`config.mk`:
```
export PLATFORM = sky130hd
export DESIGN_NAME = adc_mux_control
export DESIGN_NICKNAME = d
export VERILOG_FILES = /design/src/adc_mux_pkg.sv /design/src/mux_route_if.sv /design/src/adc_mux_control.sv /design/src/mux_route_decode.sv
export VERILOG_INCLUDE_DIRS = /design/src /design/src/src
export SDC_FILE = /design/constraint.sdc
export NUM_CORES = 1
export LEC_CHECK = 0
export BUFFER_PORTS_ARGS = -buffer_cell sky130_fd_sc_hd__buf_2
export CORE_MARGIN = 10
export CORE_UTILIZATION = 45
export CTS_BUF_LIST = sky130_fd_sc_hd__clkbuf_8 sky130_fd_sc_hd__clkbuf_16
export DETAILED_ROUTE_END_ITERATION = 8
export GPL_ROUTABILITY_DRIVEN = 0
export MAX_ROUTING_LAYER = met4
export PLACE_DENSITY_LB_ADDON = 0.08
export SLEW_MARGIN = 15
export SYNTH_ARGS = -nofsm -noshare
export SYNTH_HDL_FRONTEND = slang
export SYNTH_SLANG_ARGS = --single-unit
```
`constraint.sdc`:
```
create_clock -name clk -period 1.9 [get_ports clk]
set_clock_uncertainty 0.2 [all_clocks]
set_input_delay 0.38 -clock clk [delete_from_list [all_inputs] [get_ports clk]]
set_output_delay 0.38 -clock clk [all_outputs]
set_load 0.02 [all_outputs]
```
`src/adc_mux_regs.svh`:
```
// Register offsets, field positions and reset values of the converter front end
`ifndef ADC_MUX_REGS_SVH
`define ADC_MUX_REGS_SVH
`define ADDR_CONV_CONTROL   8'he8
`define ADDR_CONV_CONFIG    8'hbc
`define ADDR_CHANNEL_SELECT 8'hbb
`define ADDR_INPUT_PAIR     8'hba
`define ADDR_PORT_PIN_SEL   8'hbd
`define CTRL_ENABLE_BIT     7
`define CFG_GAIN_LSB        0
`define GAIN_UNITY          3'h0
`define RST_CONV_CONTROL    8'h00
`define RST_CONV_CONFIG     8'h00
`define RST_CHANNEL_SELECT  8'h00
`define RST_INPUT_PAIR      8'h00
`define RST_PORT_PIN_SEL    8'h00
`define PAIR_CFG_MASK       8'h0f
`define CHAN_CODE_MASK      8'h0f
`define PAIR_PORT_BIT       3
`define PAIR_HV_BIT         2
`define PAIR_IN23_BIT       1
`define PAIR_IN01_BIT       0
`endif

```
`src/adc_mux_pkg.sv`:
```
// Types shared by the converter front end modules
package adc_mux_pkg;
  typedef enum logic [3:0] {
    src_in0, src_in1, src_in2, src_in3, src_highvolt, src_ground,
    src_port_even, src_port_odd, src_temp
  } mux_source_t;
  typedef struct packed {
    mux_source_t pos;
    logic        neg_is_partner;
    logic        neg_is_highvolt_reference_input;
    logic        differential;
  } route_t;
endpackage

```
`src/mux_route_if.sv`:
```
// Routing result passed from the decoder to the control top
`timescale 1ns/10ps
interface mux_route_if;
  logic [3:0]           channel_code;
  logic [3:0]           pair_config;
  adc_mux_pkg::route_t  route;
  modport decoder (input channel_code, input pair_config, output route);
  modport user    (output channel_code, output pair_config, input route);
endinterface

```
`src/adc_mux_control.sv`:
```
// Control top: registers, power gating, routing and result formatting
//
// Contract
// - Converter, track-and-hold and amplifier powered only while enable bit is one.
// - Enable bit zero keeps the whole converter subsystem in low power shutdown.
// - Nine-input multiplexer feeds a 10-bit converter with track-and-hold and window.
// - After reset every multiplexer input is single-ended, no pairing active.
// - Three-bit gain field in configuration register selects amplifier gain.
// - Reset sets the amplifier gain selection to unity.
// - Enabled even port pins share one input, odd pins another, wired-OR.
// - High-voltage amplifier output is selectable like any other channel.
// - Pairing register bits 7 to 4 read zero and ignore writes.
// - Bit 3 pairs port even positive and odd negative when set.
// - Bit 2 gives high-voltage channel result in two's complement when set.
// - Bit 1 pairs inputs 2 positive and 3 negative when set.
// - Bit 0 pairs inputs 0 positive and 1 negative when set.
// - Differential channels deliver data in two's complement; single-ended unchanged.
// - Four-bit channel code selects inputs, amplifier, ground, port groups, temperature.
// - Each port pin select bit connects its pin to the multiplexer.
// - Differential high-voltage channel puts its reference on the negative input.
`timescale 1ns/10ps
`include "adc_mux_regs.svh"
module adc_mux_control #(
  parameter int RESULT_WIDTH = 10
) (
  input  wire logic                     clk,
  input  wire logic                     nrst,
  input  wire logic                     reg_write,
  input  wire logic                     reg_read,
  input  wire logic [7:0]               reg_addr,
  input  wire logic [7:0]               reg_wdata,
  output logic      [7:0]               reg_rdata,
  input  wire logic                     conv_start,
  input  wire logic                     raw_valid,
  input  wire logic [RESULT_WIDTH-1:0]  raw_result,
  output logic                          power_enable,
  output logic      [2:0]               gain_select_field,
  output logic      [3:0]               mux_pos_select,
  output logic                          neg_to_partner,
  output logic                          neg_to_highvolt_reference_input,
  output logic      [7:0]               port_pin_enable,
  output logic                          even_group_active,
  output logic                          odd_group_active,
  output logic                          result_valid,
  output logic      [RESULT_WIDTH-1:0]  result_data
);
  if (RESULT_WIDTH != 10) begin : g_width_check
    $error("Converter result width must be 10");
  end

  logic [7:0]              conv_control_reg;
  logic [7:0]              conv_config_reg;
  logic [7:0]              channel_select_reg;
  logic [7:0]              input_pair_config;
  logic [7:0]              port_pin_select_reg;
  logic [7:0]              next_conv_control_reg;
  logic [7:0]              next_conv_config_reg;
  logic [7:0]              next_channel_select_reg;
  logic [7:0]              next_input_pair_config;
  logic [7:0]              next_port_pin_select_reg;
  logic [7:0]              next_reg_rdata;
  logic [3:0]              latched_code;
  logic [3:0]              latched_pair;
  logic [3:0]              next_latched_code;
  logic [3:0]              next_latched_pair;
  logic                    next_power_enable;
  logic [2:0]              next_gain;
  logic [3:0]              next_pos;
  logic                    next_neg_partner;
  logic                    next_neg_highvolt_reference_input;
  logic [7:0]              next_port_pin_enable;
  logic                    next_even_active;
  logic                    next_odd_active;
  logic                    next_result_valid;
  logic [RESULT_WIDTH-1:0] next_result_data;

  mux_route_if rt ();
  assign rt.channel_code = latched_code;
  assign rt.pair_config  = latched_pair;

  mux_route_decode u_decode (
    .rt (rt)
  );

  // Register file
  always_comb begin
    next_conv_control_reg    = conv_control_reg;
    next_conv_config_reg     = conv_config_reg;
    next_channel_select_reg  = channel_select_reg;
    next_input_pair_config   = input_pair_config;
    next_port_pin_select_reg = port_pin_select_reg;
    next_reg_rdata           = reg_rdata;
    if (reg_write) begin
      unique case (reg_addr)
        `ADDR_CONV_CONTROL:   next_conv_control_reg = reg_wdata;
        `ADDR_CONV_CONFIG:    next_conv_config_reg = reg_wdata;
        `ADDR_CHANNEL_SELECT: next_channel_select_reg = reg_wdata & `CHAN_CODE_MASK;
        `ADDR_INPUT_PAIR:     next_input_pair_config = reg_wdata & `PAIR_CFG_MASK;
        `ADDR_PORT_PIN_SEL:   next_port_pin_select_reg = reg_wdata;
        default:              next_reg_rdata = reg_rdata;
      endcase
    end
    if (reg_read) begin
      unique case (reg_addr)
        `ADDR_CONV_CONTROL:   next_reg_rdata = conv_control_reg;
        `ADDR_CONV_CONFIG:    next_reg_rdata = conv_config_reg;
        `ADDR_CHANNEL_SELECT: next_reg_rdata = channel_select_reg;
        `ADDR_INPUT_PAIR:     next_reg_rdata = input_pair_config;
        `ADDR_PORT_PIN_SEL:   next_reg_rdata = port_pin_select_reg;
        default:              next_reg_rdata = 8'h00;
      endcase
    end
  end

  always_ff @(posedge clk) begin
    if (!nrst) begin
      conv_control_reg    <= `RST_CONV_CONTROL;
      conv_config_reg     <= `RST_CONV_CONFIG;
      channel_select_reg  <= `RST_CHANNEL_SELECT;
      input_pair_config   <= `RST_INPUT_PAIR;
      port_pin_select_reg <= `RST_PORT_PIN_SEL;
      reg_rdata           <= 8'h00;
    end else begin
      conv_control_reg    <= next_conv_control_reg;
      conv_config_reg     <= next_conv_config_reg;
      channel_select_reg  <= next_channel_select_reg;
      input_pair_config   <= next_input_pair_config;
      port_pin_select_reg <= next_port_pin_select_reg;
      reg_rdata           <= next_reg_rdata;
    end
  end

  // Routing is frozen at conversion start so mid-conversion writes cannot glitch the mux
  always_comb begin
    next_latched_code = latched_code;
    next_latched_pair = latched_pair;
    if (conv_start && power_enable) begin
      next_latched_code = channel_select_reg[3:0];
      next_latched_pair = input_pair_config[3:0];
    end
  end

  always_ff @(posedge clk) begin
    if (!nrst) begin
      latched_code <= 4'h0;
      latched_pair <= 4'h0;
    end else begin
      latched_code <= next_latched_code;
      latched_pair <= next_latched_pair;
    end
  end

  // Analog controls and result formatting
  always_comb begin
    next_power_enable    = conv_control_reg[`CTRL_ENABLE_BIT];
    next_gain            = conv_config_reg[`CFG_GAIN_LSB +: 3];
    next_pos             = 4'(rt.route.pos);
    next_neg_partner     = rt.route.neg_is_partner;
    next_neg_highvolt_reference_input       = rt.route.neg_is_highvolt_reference_input;
    next_port_pin_enable = port_pin_select_reg;
    next_even_active     = |{port_pin_select_reg[6], port_pin_select_reg[4],
                             port_pin_select_reg[2], port_pin_select_reg[0]};
    next_odd_active      = |{port_pin_select_reg[7], port_pin_select_reg[5],
                             port_pin_select_reg[3], port_pin_select_reg[1]};
    next_result_valid    = 1'b0;
    next_result_data     = result_data;
    if (!conv_control_reg[`CTRL_ENABLE_BIT]) begin
      next_gain            = `GAIN_UNITY;
      next_port_pin_enable = 8'h00;
      next_even_active     = 1'b0;
      next_odd_active      = 1'b0;
    end
    // Converter stays powered until power_enable drops, so results follow that level
    if (raw_valid && power_enable) begin
      next_result_valid = 1'b1;
      if (rt.route.differential) begin
        // Offset binary to two's complement: flip the sign bit
        next_result_data = raw_result ^ {1'b1, {(RESULT_WIDTH-1){1'b0}}};
      end else begin
        next_result_data = raw_result;
      end
    end
  end

  always_ff @(posedge clk) begin
    if (!nrst) begin
      power_enable      <= 1'b0;
      gain_select_field <= `GAIN_UNITY;
      mux_pos_select    <= 4'h0;
      neg_to_partner    <= 1'b0;
      neg_to_highvolt_reference_input      <= 1'b0;
      port_pin_enable   <= 8'h00;
      even_group_active <= 1'b0;
      odd_group_active  <= 1'b0;
      result_valid      <= 1'b0;
      result_data       <= '0;
    end else begin
      power_enable      <= next_power_enable;
      gain_select_field <= next_gain;
      mux_pos_select    <= next_pos;
      neg_to_partner    <= next_neg_partner;
      neg_to_highvolt_reference_input      <= next_neg_highvolt_reference_input;
      port_pin_enable   <= next_port_pin_enable;
      even_group_active <= next_even_active;
      odd_group_active  <= next_odd_active;
      result_valid      <= next_result_valid;
      result_data       <= next_result_data;
    end
  end
endmodule

```
`src/mux_route_decode.sv`:
```
// Combinational channel and pairing decoder
`timescale 1ns/10ps
`include "adc_mux_regs.svh"
module mux_route_decode (
  mux_route_if.decoder rt
);
  always_comb begin
    rt.route = '{pos: adc_mux_pkg::src_temp, neg_is_partner: 1'b0,
                 neg_is_highvolt_reference_input: 1'b0, differential: 1'b0};
    if (rt.channel_code[3]) begin
      rt.route.pos = adc_mux_pkg::src_temp;
    end else begin
      unique case (rt.channel_code[2:0])
        3'h0, 3'h1: begin
          if (rt.pair_config[`PAIR_IN01_BIT]) begin
            rt.route.pos = adc_mux_pkg::src_in0;
            rt.route.neg_is_partner = 1'b1;
            rt.route.differential = 1'b1;
          end else begin
            rt.route.pos = rt.channel_code[0] ? adc_mux_pkg::src_in1 : adc_mux_pkg::src_in0;
          end
        end
        3'h2, 3'h3: begin
          if (rt.pair_config[`PAIR_IN23_BIT]) begin
            rt.route.pos = adc_mux_pkg::src_in2;
            rt.route.neg_is_partner = 1'b1;
            rt.route.differential = 1'b1;
          end else begin
            rt.route.pos = rt.channel_code[0] ? adc_mux_pkg::src_in3 : adc_mux_pkg::src_in2;
          end
        end
        3'h4, 3'h5: begin
          if (rt.pair_config[`PAIR_HV_BIT]) begin
            rt.route.pos = adc_mux_pkg::src_highvolt;
            rt.route.neg_is_highvolt_reference_input = 1'b1;
            rt.route.differential = 1'b1;
          end else begin
            rt.route.pos = rt.channel_code[0] ? adc_mux_pkg::src_ground
                                              : adc_mux_pkg::src_highvolt;
          end
        end
        default: begin
          if (rt.pair_config[`PAIR_PORT_BIT]) begin
            rt.route.pos = adc_mux_pkg::src_port_even;
            rt.route.neg_is_partner = 1'b1;
            rt.route.differential = 1'b1;
          end else begin
            rt.route.pos = rt.channel_code[0] ? adc_mux_pkg::src_port_odd
                                              : adc_mux_pkg::src_port_even;
          end
        end
      endcase
    end
  end
endmodule

```
==> results.json, run 1 <==
{
  "via_per_inst": 5.054,
  "first_global_vias": 2450,
  "cts-root-buf": "clkbuf_8",
  "slew_headroom": 0.7271,
  "largest_register_ffs": 10,
  "grt_max_degree": 58,
  "rr_endpoint": "result_data[9]",
  "wl_met3_um": 464,
  "design.die.area_sq_um": 10670,
  "ys_seq_area_frac": 0.5068,
  "wire_per_inst_um": 14.94,
  "stdcell_area_sq_um": 3876,
  "cts_resized": 0,
  "wl_met2_um": 3093,
  "ys_async_sr_fraction": 0,
  "p_per_area_nw_per_um2": 809.1,
  "final_nets": 449,
  "syn_to_final_growth_pct": 24.22,
  "die_w_um": 103.3,
  "core_region_area_sq_um": 6756,
  "status": "finished clean",
  "port_buffers": 70,
  "ir_drop_uv": 329.2,
  "worstPathArrival_ns": 1.73,
  "endpoint_kind": "flip-flop",
  "numCtsBuffers": 9,
  "rows": 30,
  "ant_nets": 0,
  "final_common_cell": "dfxtp_1",
  "max_cap_viol_count": 0,
  "total_power_mw": 3.136,
  "antenna_found_initial": 0,
  "hold_class": "in2reg",
  "first_pass_iters": 4,
  "hold_path_end": "result_data[1]",
  "place_area_sq_um": 3666,
  "path_class": "reg2reg",
  "required_ns": 1.94,
  "worstSkewPairLatency_ns": 0.36,
  "syn_inst": 337,
  "io_pins": 71,
  "fmax_mhz": 590.4,
  "met1_length_um": 3803,
  "ys_ff_latch": 79,
  "start_util": 0.4619,
  "rrSetupSlack_ns": 0.21,
  "final_cell_mix": "dfxtp_1, buf_2, nand2_1, o21ai_0, nand3_1",
  "track_usage": 0.1488,
  "power_leakage_nw": 1.624,
  "synth.distinct_cells": 30,
  "holdBufCountCts": 0,
  "yosysWarnings": 0,
  "drt-total-wl_um": 7501,
  "routed-via-count": 2537,
  "drive_gt1_frac": 0.2915,
  "hold_path_startpoint": "raw_result[1]",
  "avgSynthCellArea_sq_um": 9.260,
  "drc": 0,
  "min_period_ns": 1.694,
  "top_layer_used": "met4",
  "reg2reg_from": "latched_code[1]",
  "clock-sinks": 79,
  "synth_edf_count": 0,
  "timing.final.setup_violations": 0,
  "rsz0062_at_grt": "no",
  "drtIter0Drc": 74,
  "period_share": 0.8915,
  "r2r_cells": 4,
  "ys.flop_type": "dfxtp_1",
  "startpoint_type": "flip-flop",
  "die-height_um": 103.3,
  "regMostFlops": "result_data",
  "finalHoldViolations": 0,
  "globalRouteOverflowTotal": 0,
  "slew_violations": 0,
  "cts_tree": "done",
  "path_max_fanout": 6,
  "diodes": 0,
  "dp_hpwl_um": 5595,
  "h-tree-depth": 3,
  "grt_pass1_wl_um": 11990,
  "post_cts_buffers": 0,
  "tightestPinTransition_ns": 0.4042,
  "holdPathStages": 3,
  "synth_fp_nets": 369,
  "syn_area_sq_um": 3120,
  "clock_path_buffers": 2,
  "clk_pin_slew_ns": 0.09
}
per-stage QoR:
stage / util / hold slack, ns / setup TNS [ns] / std cells / setup slack, ns
2_1_floorplan: - / 0.2099 / -1.482 / 337 / -0.1596
3_3_place_gp: 0.5426 / 0.2175 / -1.249 / 486 / -0.06936
3_5_place_dp: 0.5426 / 0.2224 / -1.527 / 486 / -0.07847
4_1_cts: 0.5737 / 0.04429 / 0 / 502 / 0.1969
5_1_grt: 0.5737 / 0.07152 / 0 / 502 / 0.08068
6_report: 0.5737 / 0.05575 / 0 / 502 / 0.2061
power breakdown:
group	internal [mW]	switching, mW
Clock	0.636	0.678
Combinational	0.0698	0.0907
Sequential	1.66	0.00316
Total	2.36	0.772
logic make-up (layout without fill, tap and decap cells):
| family | after synthesis | in the layout | share of synthesized area |
|---|---|---|---|
| xor gates and xnor gates | 1 | 1 | 0.002807 |
| buffers and inverters | 30 | 115 | 0.04090 |
| muxes | 30 | 30 | 0.1038 |
| AOI/OAI and AO/OA | 58 | 58 | 0.1135 |
| and+or+nand+nor | 139 | 139 | 0.2322 |
| DFF | 79 | 79 | 0.5068 |
layer usage:
metal,track usage,vias up
li1,-,1327
met1,0.1957,1132
met2,0.2121,65
met3,0.03389,13
met4,0.06952,0
met5,-,-
how the worst max path moves through the flow:
stage | from | end | slack (ns) | cells after the start
2_1_floorplan | reg_addr[0] | conv_control_reg[0] | -0.16 | 6
3_3_place_gp | reg_addr[6] | channel_select_reg[2] | -0.07 | 5
3_5_place_dp | reg_addr[4] | conv_control_reg[6] | -0.08 | 6
4_1_cts | latched_code[1] | result_data[9] | 0.20 | 4
5_1_grt | latched_code[1] | result_data[9] | 0.08 | 4
6_report | latched_code[1] | result_data[9] | 0.21 | 4
final cells by class:
type / instances / area (sq um)
Fill cell: 639 / 2880
Sequential cell: 79 / 1582
Multi-Input combinational cell: 228 / 1421
Timing Repair Buffer: 91 / 533.0
Clock buffer: 9 / 123.9
Tap cell: 80 / 100.1
Clock inverter: 7 / 86.33
Inverter: 8 / 30.03
synthesized netlist by cell type (4+ instances only):
library cell / number / area share
a22oi_1: 4 / 0.0096
o21ai_0: 30 / 0.048
and3_1: 13 / 0.026
nand2_1: 50 / 0.060
a31oi_1: 4 / 0.0080
mux2_2: 9 / 0.032
a21boi_0: 18 / 0.043
dfxtp_1: 79 / 0.51
nor3_1: 9 / 0.014
clkbuf_1: 19 / 0.023
and2_1: 4 / 0.0080
nor2_1: 7 / 0.0084
mux2i_1: 20 / 0.064
inv_1: 8 / 0.0096
nor2b_1: 19 / 0.038
nand3_1: 25 / 0.040
worst max-delay path: stages (launching register included):
cell and delay [ns]:
dfxtp_1 0.44, mux4_2 0.55, nor2b_1 0.17, xnor2_1 0.13, a21oi_1 0.08
Power figures use the tool's default switching activity.
==> run 2: changes to the inputs <==
- SYNTH_HIERARCHICAL: unset -> 1
==> results.json, run 2 <==
{
  "clock_path_buffers": 2,
  "core_region_area_sq_um": 6869,
  "syn_to_final_growth_pct": 23.13,
  "synth_area_leader_cell": "dfxtp_1",
  "avgSynthCellArea_sq_um": 9.963,
  "switching_share": 0.2221,
  "yosysWarnings": 6,
  "syn_area_sq_um": 3218,
  "drt-total-wl_um": 7629,
  "numPlacedInstances": 490,
  "clk_pin_slew_ns": 0.08,
  "fin_tns_setup_ns": 0,
  "globalRouteOverflowTotal": 0,
  "cts_resized": 0,
  "rows": 30,
  "rrSetupSlack_ns": 0.18,
  "p_switching_mw": 0.6868,
  "numCtsBuffers": 9,
  "total_power_mw": 3.093,
  "port_buffers": 70,
  "p_int_mw": 2.406,
  "cts_tree": "done",
  "wire_per_inst_um": 15.08,
  "cts-root-buf": "clkbuf_8",
  "clkPwrFrac": 0.411,
  "die_w_um": 104.6,
  "power_leakage_nw": 1.676,
  "drive_gt1_frac": 0.3049,
  "startpoint_type": "flip-flop",
  "finalHoldViolations": 0,
  "synth_fp_nets": 355,
  "synth.distinct_cells": 43,
  "ys.flop_type": "dfxtp_1",
  "layout.cells.non_filler": 506,
  "pwr-share-seq": 0.537,
  "stdcell_area_sq_um": 3963,
  "timing.final.setup_violations": 0,
  "final_cell_mix": "dfxtp_1, buf_2, nand2_1, nor2b_1, mux2i_1",
  "tightestPinTransition_ns": 0.3967,
  "hold_class": "in2reg",
  "ir_drop_uv": 444.4,
  "track_usage": 0.1432,
  "fmax_mhz": 581.2,
  "antenna_found_initial": 0,
  "ys_top_cells_by_area": "dfxtp_1, mux2i_1, nor2b_1",
  "grt_max_degree": 29,
  "status": "finished clean",
  "required_ns": 1.94,
  "design.die.area_sq_um": 10930,
  "path_max_fanout": 2,
  "slew_headroom": 0.7352,
  "ys_seq_area_frac": 0.4914,
  "path_class": "reg2reg",
  "finalHoldWorstSlack_ns": 0.08047,
  "regMostFlops": "result_data",
  "dp_hpwl_um": 5768,
  "via_per_inst": 4.964,
  "place_area_sq_um": 3755,
  "drtIter0Drc": 156,
  "holdBufCountCts": 0,
  "ys_async_sr_fraction": 0,
  "p_per_area_nw_per_um2": 780.5,
  "clock-sinks": 79,
  "rsz0062_at_grt": "no",
  "syn_inst": 323,
  "diodes": 0,
  "min_period_ns": 1.721,
  "post_cts_buffers": 0,
  "largest_register_ffs": 10,
  "grt_pass1_wl_um": 12560,
  "first_global_vias": 2506,
  "nFillCells": 627,
  "io_pins": 71,
  "ys_ff_latch": 79,
  "die-height_um": 104.6,
  "final_common_cell": "dfxtp_1",
  "synth_edf_count": 0,
  "slew_violations": 0,
  "period_share": 0.9055,
  "worstPathArrival_ns": 1.76,
  "yosys-top-cells-count": "dfxtp_1, nand2_1, nor2b_1, mux2i_1, nand3_1",
  "drc": 0,
  "h-tree-depth": 3,
  "synth_top_area_share": 0.4914,
  "final_nets": 437,
  "first_pass_iters": 4,
  "max_cap_viol_count": 0,
  "synth_most_common_cell": "dfxtp_1",
  "routed-via-count": 2512,
  "endpoint_kind": "flip-flop",
  "comb_power_share": 0.052,
  "ant_nets": 0,
  "start_util": 0.4685,
  "worstSkewPairLatency_ns": 0.34
}
-- run 2: metal layers --
metal,vias up,part of all wire,GRT usage
li1,1296,-,-
met1,1138,0.52,0.1977
met2,74,0.41,0.1911
met3,4,0.060,0.03501
met4,0,0.0083,0.06362
met5,-,0,-
-- run 2: area by class of cell --
type                    instances  area [sq um]  area share
multi-input cells             221          1521      0.3840
repair buffers                 91         520.5      0.1314
inverters                       3         11.26    0.002842
clock buffers                  11         151.4     0.03821
flip-flops and latches         79          1582      0.3991
clock inverters                 5         56.30     0.01421
well taps                      96         120.1     0.03031
-- run 2: logic make-up after synthesis --
family,share of synthesized area
buffers and inverters,0.03577
XOR/XNOR,0.005444
multiplexers,0.1131
AND/OR/NAND/NOR,0.2360
AO/OA/AOI/OAI,0.1182
flip-flops,0.4914
-- run 2: final timing paths --
path                    endpoint  cells after the start                start
min reg2reg  conv_control_reg[1]                      2  conv_control_reg[1]
min               result_data[1]                      3        raw_result[1]
max reg2reg       result_data[9]                      5      latched_code[1]
max               result_data[9]                      5      latched_code[1]
-- run 2: stage by stage --
| step | util | worst slack (ns) |
|---|---|---|
| global placement | 0.5466 | -0.08508 |
| detailed placement | 0.5466 | -0.1162 |
| global route | 0.5769 | 0.09498 |
| CTS | 0.5769 | 0.1726 |
| finish | 0.5769 | 0.1795 |
| floorplan | - | -0.01840 |
-- run 2: critical path, cell delays in order, from the launching register on --
cell	delay, ns
dfxtp_1	0.36
mux4_2	0.54
nor2b_1	0.16
xnor2_1	0.16
nand2_1	0.07
o211a_1	0.13
-- run 2: power groups by stage --
| stage | clock (mW) | sequential (mW) | combinational [mW] |
|---|---|---|---|
| 4_1_cts | 1.31 | 1.66 | 0.162 |
| 6_report | 1.27 | 1.66 | 0.161 |
| 2_1_floorplan | 0 | 1.71 | 0.0745 |
| 5_1_grt | 1.38 | 1.66 | 0.177 |
| 3_3_place_gp | 0 | 1.70 | 0.160 |
| 3_5_place_dp | 0 | 1.70 | 0.161 |
